$ cat src/bus_power_consts.svh
// Constants for the bus power status indicator
`ifndef BUS_POWER_CONSTS_SVH
`define BUS_POWER_CONSTS_SVH
// One unit load threshold for the descriptor maximum power field
`define ONE_UNIT_LOAD 8'h32
// Release time of the status pin before the polarity sample, in ns
`define STRAP_RELEASE_NS 500
`define CLK_PERIOD_NS 50
`define STRAP_RELEASE_CYC ((`STRAP_RELEASE_NS + `CLK_PERIOD_NS - 1) / `CLK_PERIOD_NS)
// Reset value of the latched polarity: active high
`define POLARITY_RESET 1'b1
`endif

$ cat src/bus_power_pkg.sv
// Types for the bus power status indicator
package bus_power_pkg;
	typedef enum logic [1:0] {
		ST_RELEASE,
		ST_SAMPLE,
		ST_RUN
	} strap_state_e;
endpackage

$ cat src/bus_power_status_indicator.sv
// Low-power status output with strapped polarity and mode straps
// Notes on behaviour
// - With an EEPROM fitted, configuration comes over the two-wire clock and data pins at power-up.
// - Without an EEPROM, the clock and data pins act as straps for wake-up and power mode.
// - Straps are sampled at power-up; clock high is self-powered, data low means wake-up is supported.
// - The status output is asserted whenever full declared current may not yet be drawn.
// - A configuration of at most one unit load asserts the output only while suspended.
// - A configuration above one unit load asserts it while suspended or not yet configured.
// - The output is deasserted as soon as drawing the full declared current is permitted.
// - The status pin level is sampled at power-up and at every bus reset to set suspend polarity.
// - A high strap gives a high asserted level in suspend, a low strap a low asserted level.
`timescale 1ns/1ns
`include "bus_power_consts.svh"
module bus_power_status_indicator
	import bus_power_pkg::*;
#(
	parameter int RELEASE_CYC = `STRAP_RELEASE_CYC
) (
	input wire logic clk,
	input wire logic rstn,
	input wire logic eeprom_present,
	input wire logic sclk_in,
	input wire logic sdata_in,
	input wire logic bus_reset,
	input wire logic suspended,
	input wire logic configured,
	input wire logic [7:0] max_power,
	input wire logic status_pin_in,
	output logic power_budget_status_out,
	output logic power_budget_status_oe,
	output logic self_powered_q,
	output logic remote_wakeup_q,
	output logic straps_valid_q,
	output logic asserted_q
);
	logic [2:0] pin_raw;
	logic [2:0] pin_sync;
	logic sclk_s;
	logic sdata_s;
	logic pin_s;
	strap_state_e state_q;
	logic [7:0] cnt_q;
	logic release_done;
	logic sample_now;
	logic strap_take;
	logic polarity_q;
	logic boot_q;
	logic high_power;
	logic want_low;
	logic drive_level;

	// The eight-bit release counter must reach RELEASE_CYC plus two without wrapping
	if (RELEASE_CYC < 1 || RELEASE_CYC > 253) begin : g_bad_release
		$error("RELEASE_CYC out of range");
	end

	// All three pins are asynchronous to clk
	assign pin_raw = {status_pin_in, sdata_in, sclk_in};

	for (genvar i = 0; i < 3; i++) begin : g_pin_sync
		sync2 u_sync (
			.clk(clk),
			.rstn(rstn),
			.d(pin_raw[i]),
			.q(pin_sync[i])
		);
	end

	assign sclk_s = pin_sync[0];
	assign sdata_s = pin_sync[1];
	assign pin_s = pin_sync[2];

	always_comb begin
		release_done = (cnt_q >= 8'(RELEASE_CYC + 2));
		sample_now = (state_q == ST_SAMPLE);
		strap_take = boot_q && sample_now;
	end

	// sample sequencing
	// A bus reset during release is ignored; the sample already under way serves it
	always_ff @(posedge clk or negedge rstn) begin
		if (!rstn) begin
			state_q <= ST_RELEASE;
		end else begin
			case (state_q)
				ST_RELEASE: begin
					if (release_done) begin
						state_q <= ST_SAMPLE;
					end
				end
				ST_SAMPLE: begin
					state_q <= ST_RUN;
				end
				ST_RUN: begin
					if (bus_reset) begin
						state_q <= ST_RELEASE;
					end
				end
				default: begin
					state_q <= ST_RELEASE;
				end
			endcase
		end
	end

	// release counter
	// Release waits long enough for the pull resistor and the synchroniser to settle
	always_ff @(posedge clk or negedge rstn) begin
		if (!rstn) begin
			cnt_q <= 8'h00;
		end else if (state_q != ST_RELEASE) begin
			cnt_q <= 8'h00;
		end else if (!release_done) begin
			cnt_q <= cnt_q + 8'h01;
		end
	end

	// polarity latch
	// Holds through suspend and resume; only a sample instant may change it
	always_ff @(posedge clk or negedge rstn) begin
		if (!rstn) begin
			polarity_q <= `POLARITY_RESET;
		end else if (sample_now) begin
			polarity_q <= pin_s;
		end
	end

	// power-up strap window
	// Straps only once per power-up; a bus reset does not resample them
	always_ff @(posedge clk or negedge rstn) begin
		if (!rstn) begin
			boot_q <= 1'b1;
		end else if (strap_take) begin
			boot_q <= 1'b0;
		end
	end

	always_ff @(posedge clk or negedge rstn) begin
		if (!rstn) begin
			straps_valid_q <= 1'b0;
		end else if (strap_take) begin
			straps_valid_q <= 1'b1;
		end
	end

	// power mode strap
	// With an EEPROM fitted the pins carry the serial bus, so their levels mean nothing here
	always_ff @(posedge clk or negedge rstn) begin
		if (!rstn) begin
			self_powered_q <= 1'b0;
		end else if (strap_take && !eeprom_present) begin
			self_powered_q <= sclk_s;
		end
	end

	// wake-up strap, low level means supported
	always_ff @(posedge clk or negedge rstn) begin
		if (!rstn) begin
			remote_wakeup_q <= 1'b0;
		end else if (strap_take && !eeprom_present) begin
			remote_wakeup_q <= !sdata_s;
		end
	end

	always_comb begin
		high_power = (max_power > `ONE_UNIT_LOAD);
		if (high_power) begin
			want_low = suspended || !configured;
		end else begin
			want_low = suspended;
		end
	end

	// asserted level follows the latched polarity
	always_comb begin
		if (want_low) begin
			drive_level = polarity_q;
		end else begin
			drive_level = !polarity_q;
		end
	end

	always_ff @(posedge clk or negedge rstn) begin
		if (!rstn) begin
			asserted_q <= 1'b1;
		end else begin
			asserted_q <= want_low;
		end
	end

	// pin released outside run
	// Drops one cycle after a bus reset is taken; the release count covers that cycle
	always_ff @(posedge clk or negedge rstn) begin
		if (!rstn) begin
			power_budget_status_oe <= 1'b0;
		end else begin
			power_budget_status_oe <= (state_q == ST_RUN);
		end
	end

	always_ff @(posedge clk or negedge rstn) begin
		if (!rstn) begin
			power_budget_status_out <= 1'b0;
		end else begin
			power_budget_status_out <= drive_level;
		end
	end
endmodule

$ cat src/sync2.sv
// Two flip-flop synchroniser for one pin level
`timescale 1ns/1ns
module sync2 (
	input wire logic clk,
	input wire logic rstn,
	input wire logic d,
	output logic q
);
	logic meta_q;

	always_ff @(posedge clk or negedge rstn) begin
		if (!rstn) begin
			meta_q <= 1'b0;
			q <= 1'b0;
		end else begin
			meta_q <= d;
			q <= meta_q;
		end
	end
endmodule

$ cat config.mk
export PLATFORM = sky130hd
export DESIGN_NAME = bus_power_status_indicator
export DESIGN_NICKNAME = d
export VERILOG_FILES = /design/src/bus_power_pkg.sv /design/src/bus_power_status_indicator.sv /design/src/sync2.sv
export VERILOG_INCLUDE_DIRS = /design/src
export SDC_FILE = /design/constraint.sdc
export NUM_CORES = 1
export LEC_CHECK = 0
export ABC_CLOCK_PERIOD_IN_PS = 1300
export BUFFER_PORTS_ARGS = -buffer_cell sky130_fd_sc_hd__buf_2
export CAP_MARGIN = 20
export CORE_MARGIN = 3
export CORE_UTILIZATION = 45
export DETAILED_ROUTE_END_ITERATION = 8
export PLACE_DENSITY = 0.71
export SLEW_MARGIN = 20
export SYNTH_ARGS = -nofsm -noshare
export SYNTH_HDL_FRONTEND = slang
export SYNTH_SLANG_ARGS = --single-unit
$ cat constraint.sdc
create_clock -name clk -period 1.3 [get_ports clk]
set_input_delay 0.13 -clock clk [delete_from_list [all_inputs] [get_ports clk]]
set_output_delay 0.13 -clock clk [all_outputs]
set_load 0.005 [all_outputs]
Word-level counts from Yosys, hierarchy flattened:

Index checks and enable logic that the tools add are counted.

* output and inout port bits: 6
* register bits after elaboration: 24

* reductions and logical operators: 10
* order comparisons: 2
* equality and inequality tests: 5
* muxes and demuxes: 7
* $add $sub $neg: 1

Operator list (number)
* $mux 8: 2
* $add 8x1->8 const B: 1
* $ge 8x4->1 const B: 1
* $gt 8x6->1 const B: 1
* $pmux 2 s3: 1
* $logic_not 1->1: 4
* $mux 2: 2
* $ne 2x2->1 const B: 2
* $eq 2x1->1 const B: 1
* $eq 2x2->1 const B: 1
* $logic_and 1x1->1: 2
* $logic_not 2->1: 1
* $mux 1: 2
* $ne 2x1->1 const B: 1
* $reduce_and 2->1: 1
* $reduce_bool 2->1: 1
* $logic_or 1x1->1: 1

Logic depth before layout (Yosys ltp):

* depth in word-level cells: 4
* gate-level depth with buffers: 4
* gate-level depth less buffers: 4

Cells and area by module:

Synthesis repeated with hierarchy kept, for this count alone.

* cells, all modules: 71
* area, all modules: 904.6 um2

Modules (own cells, without submodules)
* bus_power_status_indicator: area each 754.5 um2, instances 1, sequential area each 454.2 um2, cells each 65
* sync2: area each 50.0 um2, instances 3, sequential area each 50.0 um2, cells each 2

Worst setup path before layout:

No wires, ideal clock.

* kind: reg-to-reg
* start point: register cnt_q[6]
* end point: register cnt_q[2]
* library setup time: 0.134 ns
* stages on the path, launching flop included: 4
* data required time: 1.166 ns
* arrival time: 1.211 ns
* clock period less this slack: 1.345 ns
* slack: -0.045 ns
* cells stage by stage: dfrtp_1 > or4_4 > o311ai_2 > o41ai_1

* longest elaborated chain between the ends: 2

RTL lines
* start, declared: RTL line bus_power_status_indicator.sv:42 `logic [7:0] cnt_q;`
* start signal, assigned: RTL line bus_power_status_indicator.sv:114 `cnt_q <= cnt_q + 8'h01;`
* $ge 8x4->1: RTL line bus_power_status_indicator.sv:74 `release_done = (cnt_q >= 8'(RELEASE_CYC + 2));`
* $ne 2x1->1 (no source line)

No other way between the ends.
A chain may end at the register's enable or synchronous reset.

Worst setup path after layout:

* start point: register cnt_q[5]
* end point: register cnt_q[2]

Same word-level chain as after synthesis.

==> flow_summary.json <==
{
  "finish.cell_count_without_fillers": 135,
  "worst_r2r_src": "cnt_q[5]",
  "multiplexer_area_fraction_after_synthesis": 0.0235,
  "clock.fmax_mhz": 719,
  "outcome": "complete, but fails checks",
  "min-delay-start": "suspended",
  "insertion_delay_ps": 310,
  "num_vias": 658,
  "clkSlewWorstSetupHoldPaths_ps": 130,
  "rrSetupSlack_ps": -90,
  "detail_route.drc_violations": 0,
  "postLayoutSetupSlackWorst_ps": -91.3,
  "ys_dominant_reg_cell": "sky130_fd_sc_hd__dfrtp_1",
  "gr-usage-all-layers": 0.131,
  "maxCapViolCount": 0,
  "hpwlAfterDp_um": 1120,
  "clock_path_buffers": 2,
  "timing_max_transition_violations_final": 0,
  "hold_path_depth": 3,
  "synth-edff-count": 0,
  "grt_antenna_before_repair": 0,
  "pwr_density_cell_mw_per_mm2": 1610,
  "synth_area_um2": 905,
  "fp-row-count": 15,
  "numCtsBuffers": 3,
  "finalHoldViolCount": 0,
  "first_global_vias": 613,
  "die_height_um": 50.8,
  "fp.dieW_um": 50.8,
  "area.growth.synth_to_final_pct": 36.4,
  "timing.critical_path.to_type": "flip-flop",
  "post_synth_inst_count": 71,
  "synth_compound_gate_area_share": 0.0927,
  "slowest_delay_ps": 560,
  "final_cell_mix": "sky130_fd_sc_hd__buf_2 (22), sky130_fd_sc_hd__dfrtp_1 (21), sky130_fd_sc_hd__buf_4 (8)",
  "critical_path.reg2reg.endpoint": "cnt_q[2]",
  "synth_async_sr_flop_share": 1.00,
  "synth_top_family_by_area": "simple AND/OR/NAND/NOR gates",
  "timing.max_slew.rel_slack": 0.671,
  "worst_ep_required_time_ps": 1500,
  "globalRoute.totalOverflow": 0,
  "gpl.final_weighted_congestion": 0.689,
  "crit_fanout": 4,
  "grt_max_degree": 25,
  "failed_checks": "negative setup slack",
  "setup_total_negative_slack_ps": -131,
  "min-delay-path-class": "input port to flip-flop",
  "clock-skew-final_ps": 0.946,
  "static-leakage-power_nw": 0.645,
  "placeableCoreArea_mm2": 0.00180,
  "cts_sinks": 24,
  "reg2regPathDepth": 3,
  "synthesized_area_fraction_occupied_by_xor_and_xnor_cells": 0.00968,
  "post_synth_and_or_nand_nor_area_fraction": 0.154,
  "worst_setup_path_start_kind": "flip-flop",
  "initial_utilization": 0.502,
  "place.detailed.instances": 125,
  "diodes": 0,
  "ant_nets": 0,
  "grt_setup_unrepaired": "yes",
  "irDropWorstVdd_mv": 0.995,
  "worst_ep_arrival_time_ps": 1590,
  "synth_adder_area_share": 0.0277,
  "clk_root_buffer_cell": "sky130_fd_sc_hd__clkbuf_4",
  "mostFrequentLayoutCell": "sky130_fd_sc_hd__buf_2",
  "routed_wirelength_um": 1610,
  "finalCriticalPeriod_ps": 1390,
  "postSynthAreaPerCell_um2": 12.7,
  "vias_per_cell": 4.87,
  "first_pass_grt_wire_length_um": 2540,
  "worst-slew-pin-transition_ps": 494,
  "critical_path_cell_by_cell": "or4_4, o311ai_2, o41ai_1",
  "synth_seq_cells": 24,
  "htreeDepth": 1,
  "critPathSlowestCell": "sky130_fd_sc_hd__or4_4",
  "finalNetCount": 130,
  "tritoncts": "yes",
  "criticalPathCategory": "flip-flop to flip-flop",
  "io_buffer_count": 22,
  "first_pass_iters": 3,
  "synthesis.yosys.warnings": 0,
  "setup-violations-final": 3,
  "mean_routed_wirelength_per_cell_um": 11.9,
  "timing.hold.worst_endpoint": "asserted_q",
  "post_route_cells_drive_above_1_share": 0.409,
  "die_area_mm2": 0.00258,
  "synthDistinctLibCells": 27,
  "synth.net_count": 90,
  "drt_iter0_drc": 5,
  "seq_total_area_yosys": 0.668,
  "final.period_utilization": 1.07,
  "io-pin-count": 23
}
## cell usage after synthesis, drive strengths merged (2+ instances only)
cell / number / area share
dfrtp: 21 / 0.58
and2: 6 / 0.043
inv: 6 / 0.025
a21oi: 4 / 0.022
nand2: 4 / 0.017
dfstp: 3 / 0.087
nor2: 3 / 0.012
o21ai: 3 / 0.017
ha: 2 / 0.028
nand2b: 2 / 0.014
nand3: 2 / 0.011
## registers in the layout, indices dropped and copies added (netlist names)
signal,cells
asserted_q,1
boot_q,1
cnt_q,8
g_pin_sync.u_sync.meta_q,3
g_pin_sync.u_sync.q,3
polarity_q,1
power_budget_status_oe,1
power_budget_status_out,1
remote_wakeup_q,1
self_powered_q,1
state_q,2
straps_valid_q,1
## layout make-up
type,count,area [um2]
fill,144,568
timing repair buffer,35,220
clock buffer,3,22.5
multi-input combinational,41,303
tap,25,31.3
sequential,24,604
clock inverter,1,30.0
inverter,6,22.5
## routing by layer
| layer | part of all wire | routed length [um] | global-route usage |
|---|---|---|---|
| met1 | 0.42 | 670 | 0.171 |
| met2 | 0.55 | 895 | 0.222 |
| met3 | 0.029 | 47 | 0.0175 |
| met4 | 0 | 0 | 0.0538 |
| met5 | 0 | 0 | 0 |
## cells by family after synthesis
group                      after synthesis
muxes                                    2
AOI/OAI and AO/OA                       12
adders and majority gates                2
and+or+nand+nor                         24
xor gates and xnor gates                 1
buffers and inverters                    6
DFF                                     24
## what timing repair did
item / 4_1_cts / 5_1_grt
endpoints found under the hold margin: 25 / 0
setup endpoints to repair: 3 / 5
setup buffers: 0 / 1
pin swaps: 1 / 1
resized for setup: 0 / 4
hold buffers: 5 / 0
gates cloned: 0 / 0
## report_power, final
group          internal, mW  total (mW)  switching [mW]
Combinational         0.239       0.473           0.233
Sequential            0.888       0.986          0.0977
Clock                 0.311       0.531           0.220
Total                  1.44        1.99           0.551
## worst max-delay path: cells and delay by family, from the launching register on
| kind | cells | cell delay [ps] |
|---|---|---|
| AO/OA/AOI/OAI | 2 | 330 |
| flip-flops | 1 | 400 |
| AND/OR/NAND/NOR | 1 | 560 |
## worst max-delay path by stage
| stage | from | cells past startpoint | slack, ps | to |
|---|---|---|---|---|
| after global placement | cnt_q[7] | 3 | -60 | cnt_q[2] |
| final | cnt_q[5] | 3 | -90 | cnt_q[2] |
| after CTS | cnt_q[5] | 3 | -100 | cnt_q[2] |
| after floorplan | cnt_q[7] | 3 | -40 | cnt_q[2] |
| after global routing | cnt_q[5] | 3 | -110 | cnt_q[2] |
| after detailed placement | cnt_q[7] | 3 | -90 | cnt_q[2] |
## stage by stage
| stage | util | power (mW) | cell area [um2] | hold slack, ps | worst slack (ps) |
|---|---|---|---|---|---|
| 2_1_floorplan | - | 1.25 | 910 | -166 | -44.9 |
| 3_3_place_gp | 0.613 | 1.42 | 1100 | 126 | -57.3 |
| 3_5_place_dp | 0.613 | 1.44 | 1100 | 133 | -87.3 |
| 4_1_cts | 0.669 | 1.98 | 1210 | 72.5 | -101 |
| 5_1_grt | 0.685 | 2.11 | 1230 | 81.0 | -115 |
| 6_report | 0.685 | 1.99 | 1230 | 76.6 | -91.3 |
Note: power is estimated with default switching activity, not from simulation.
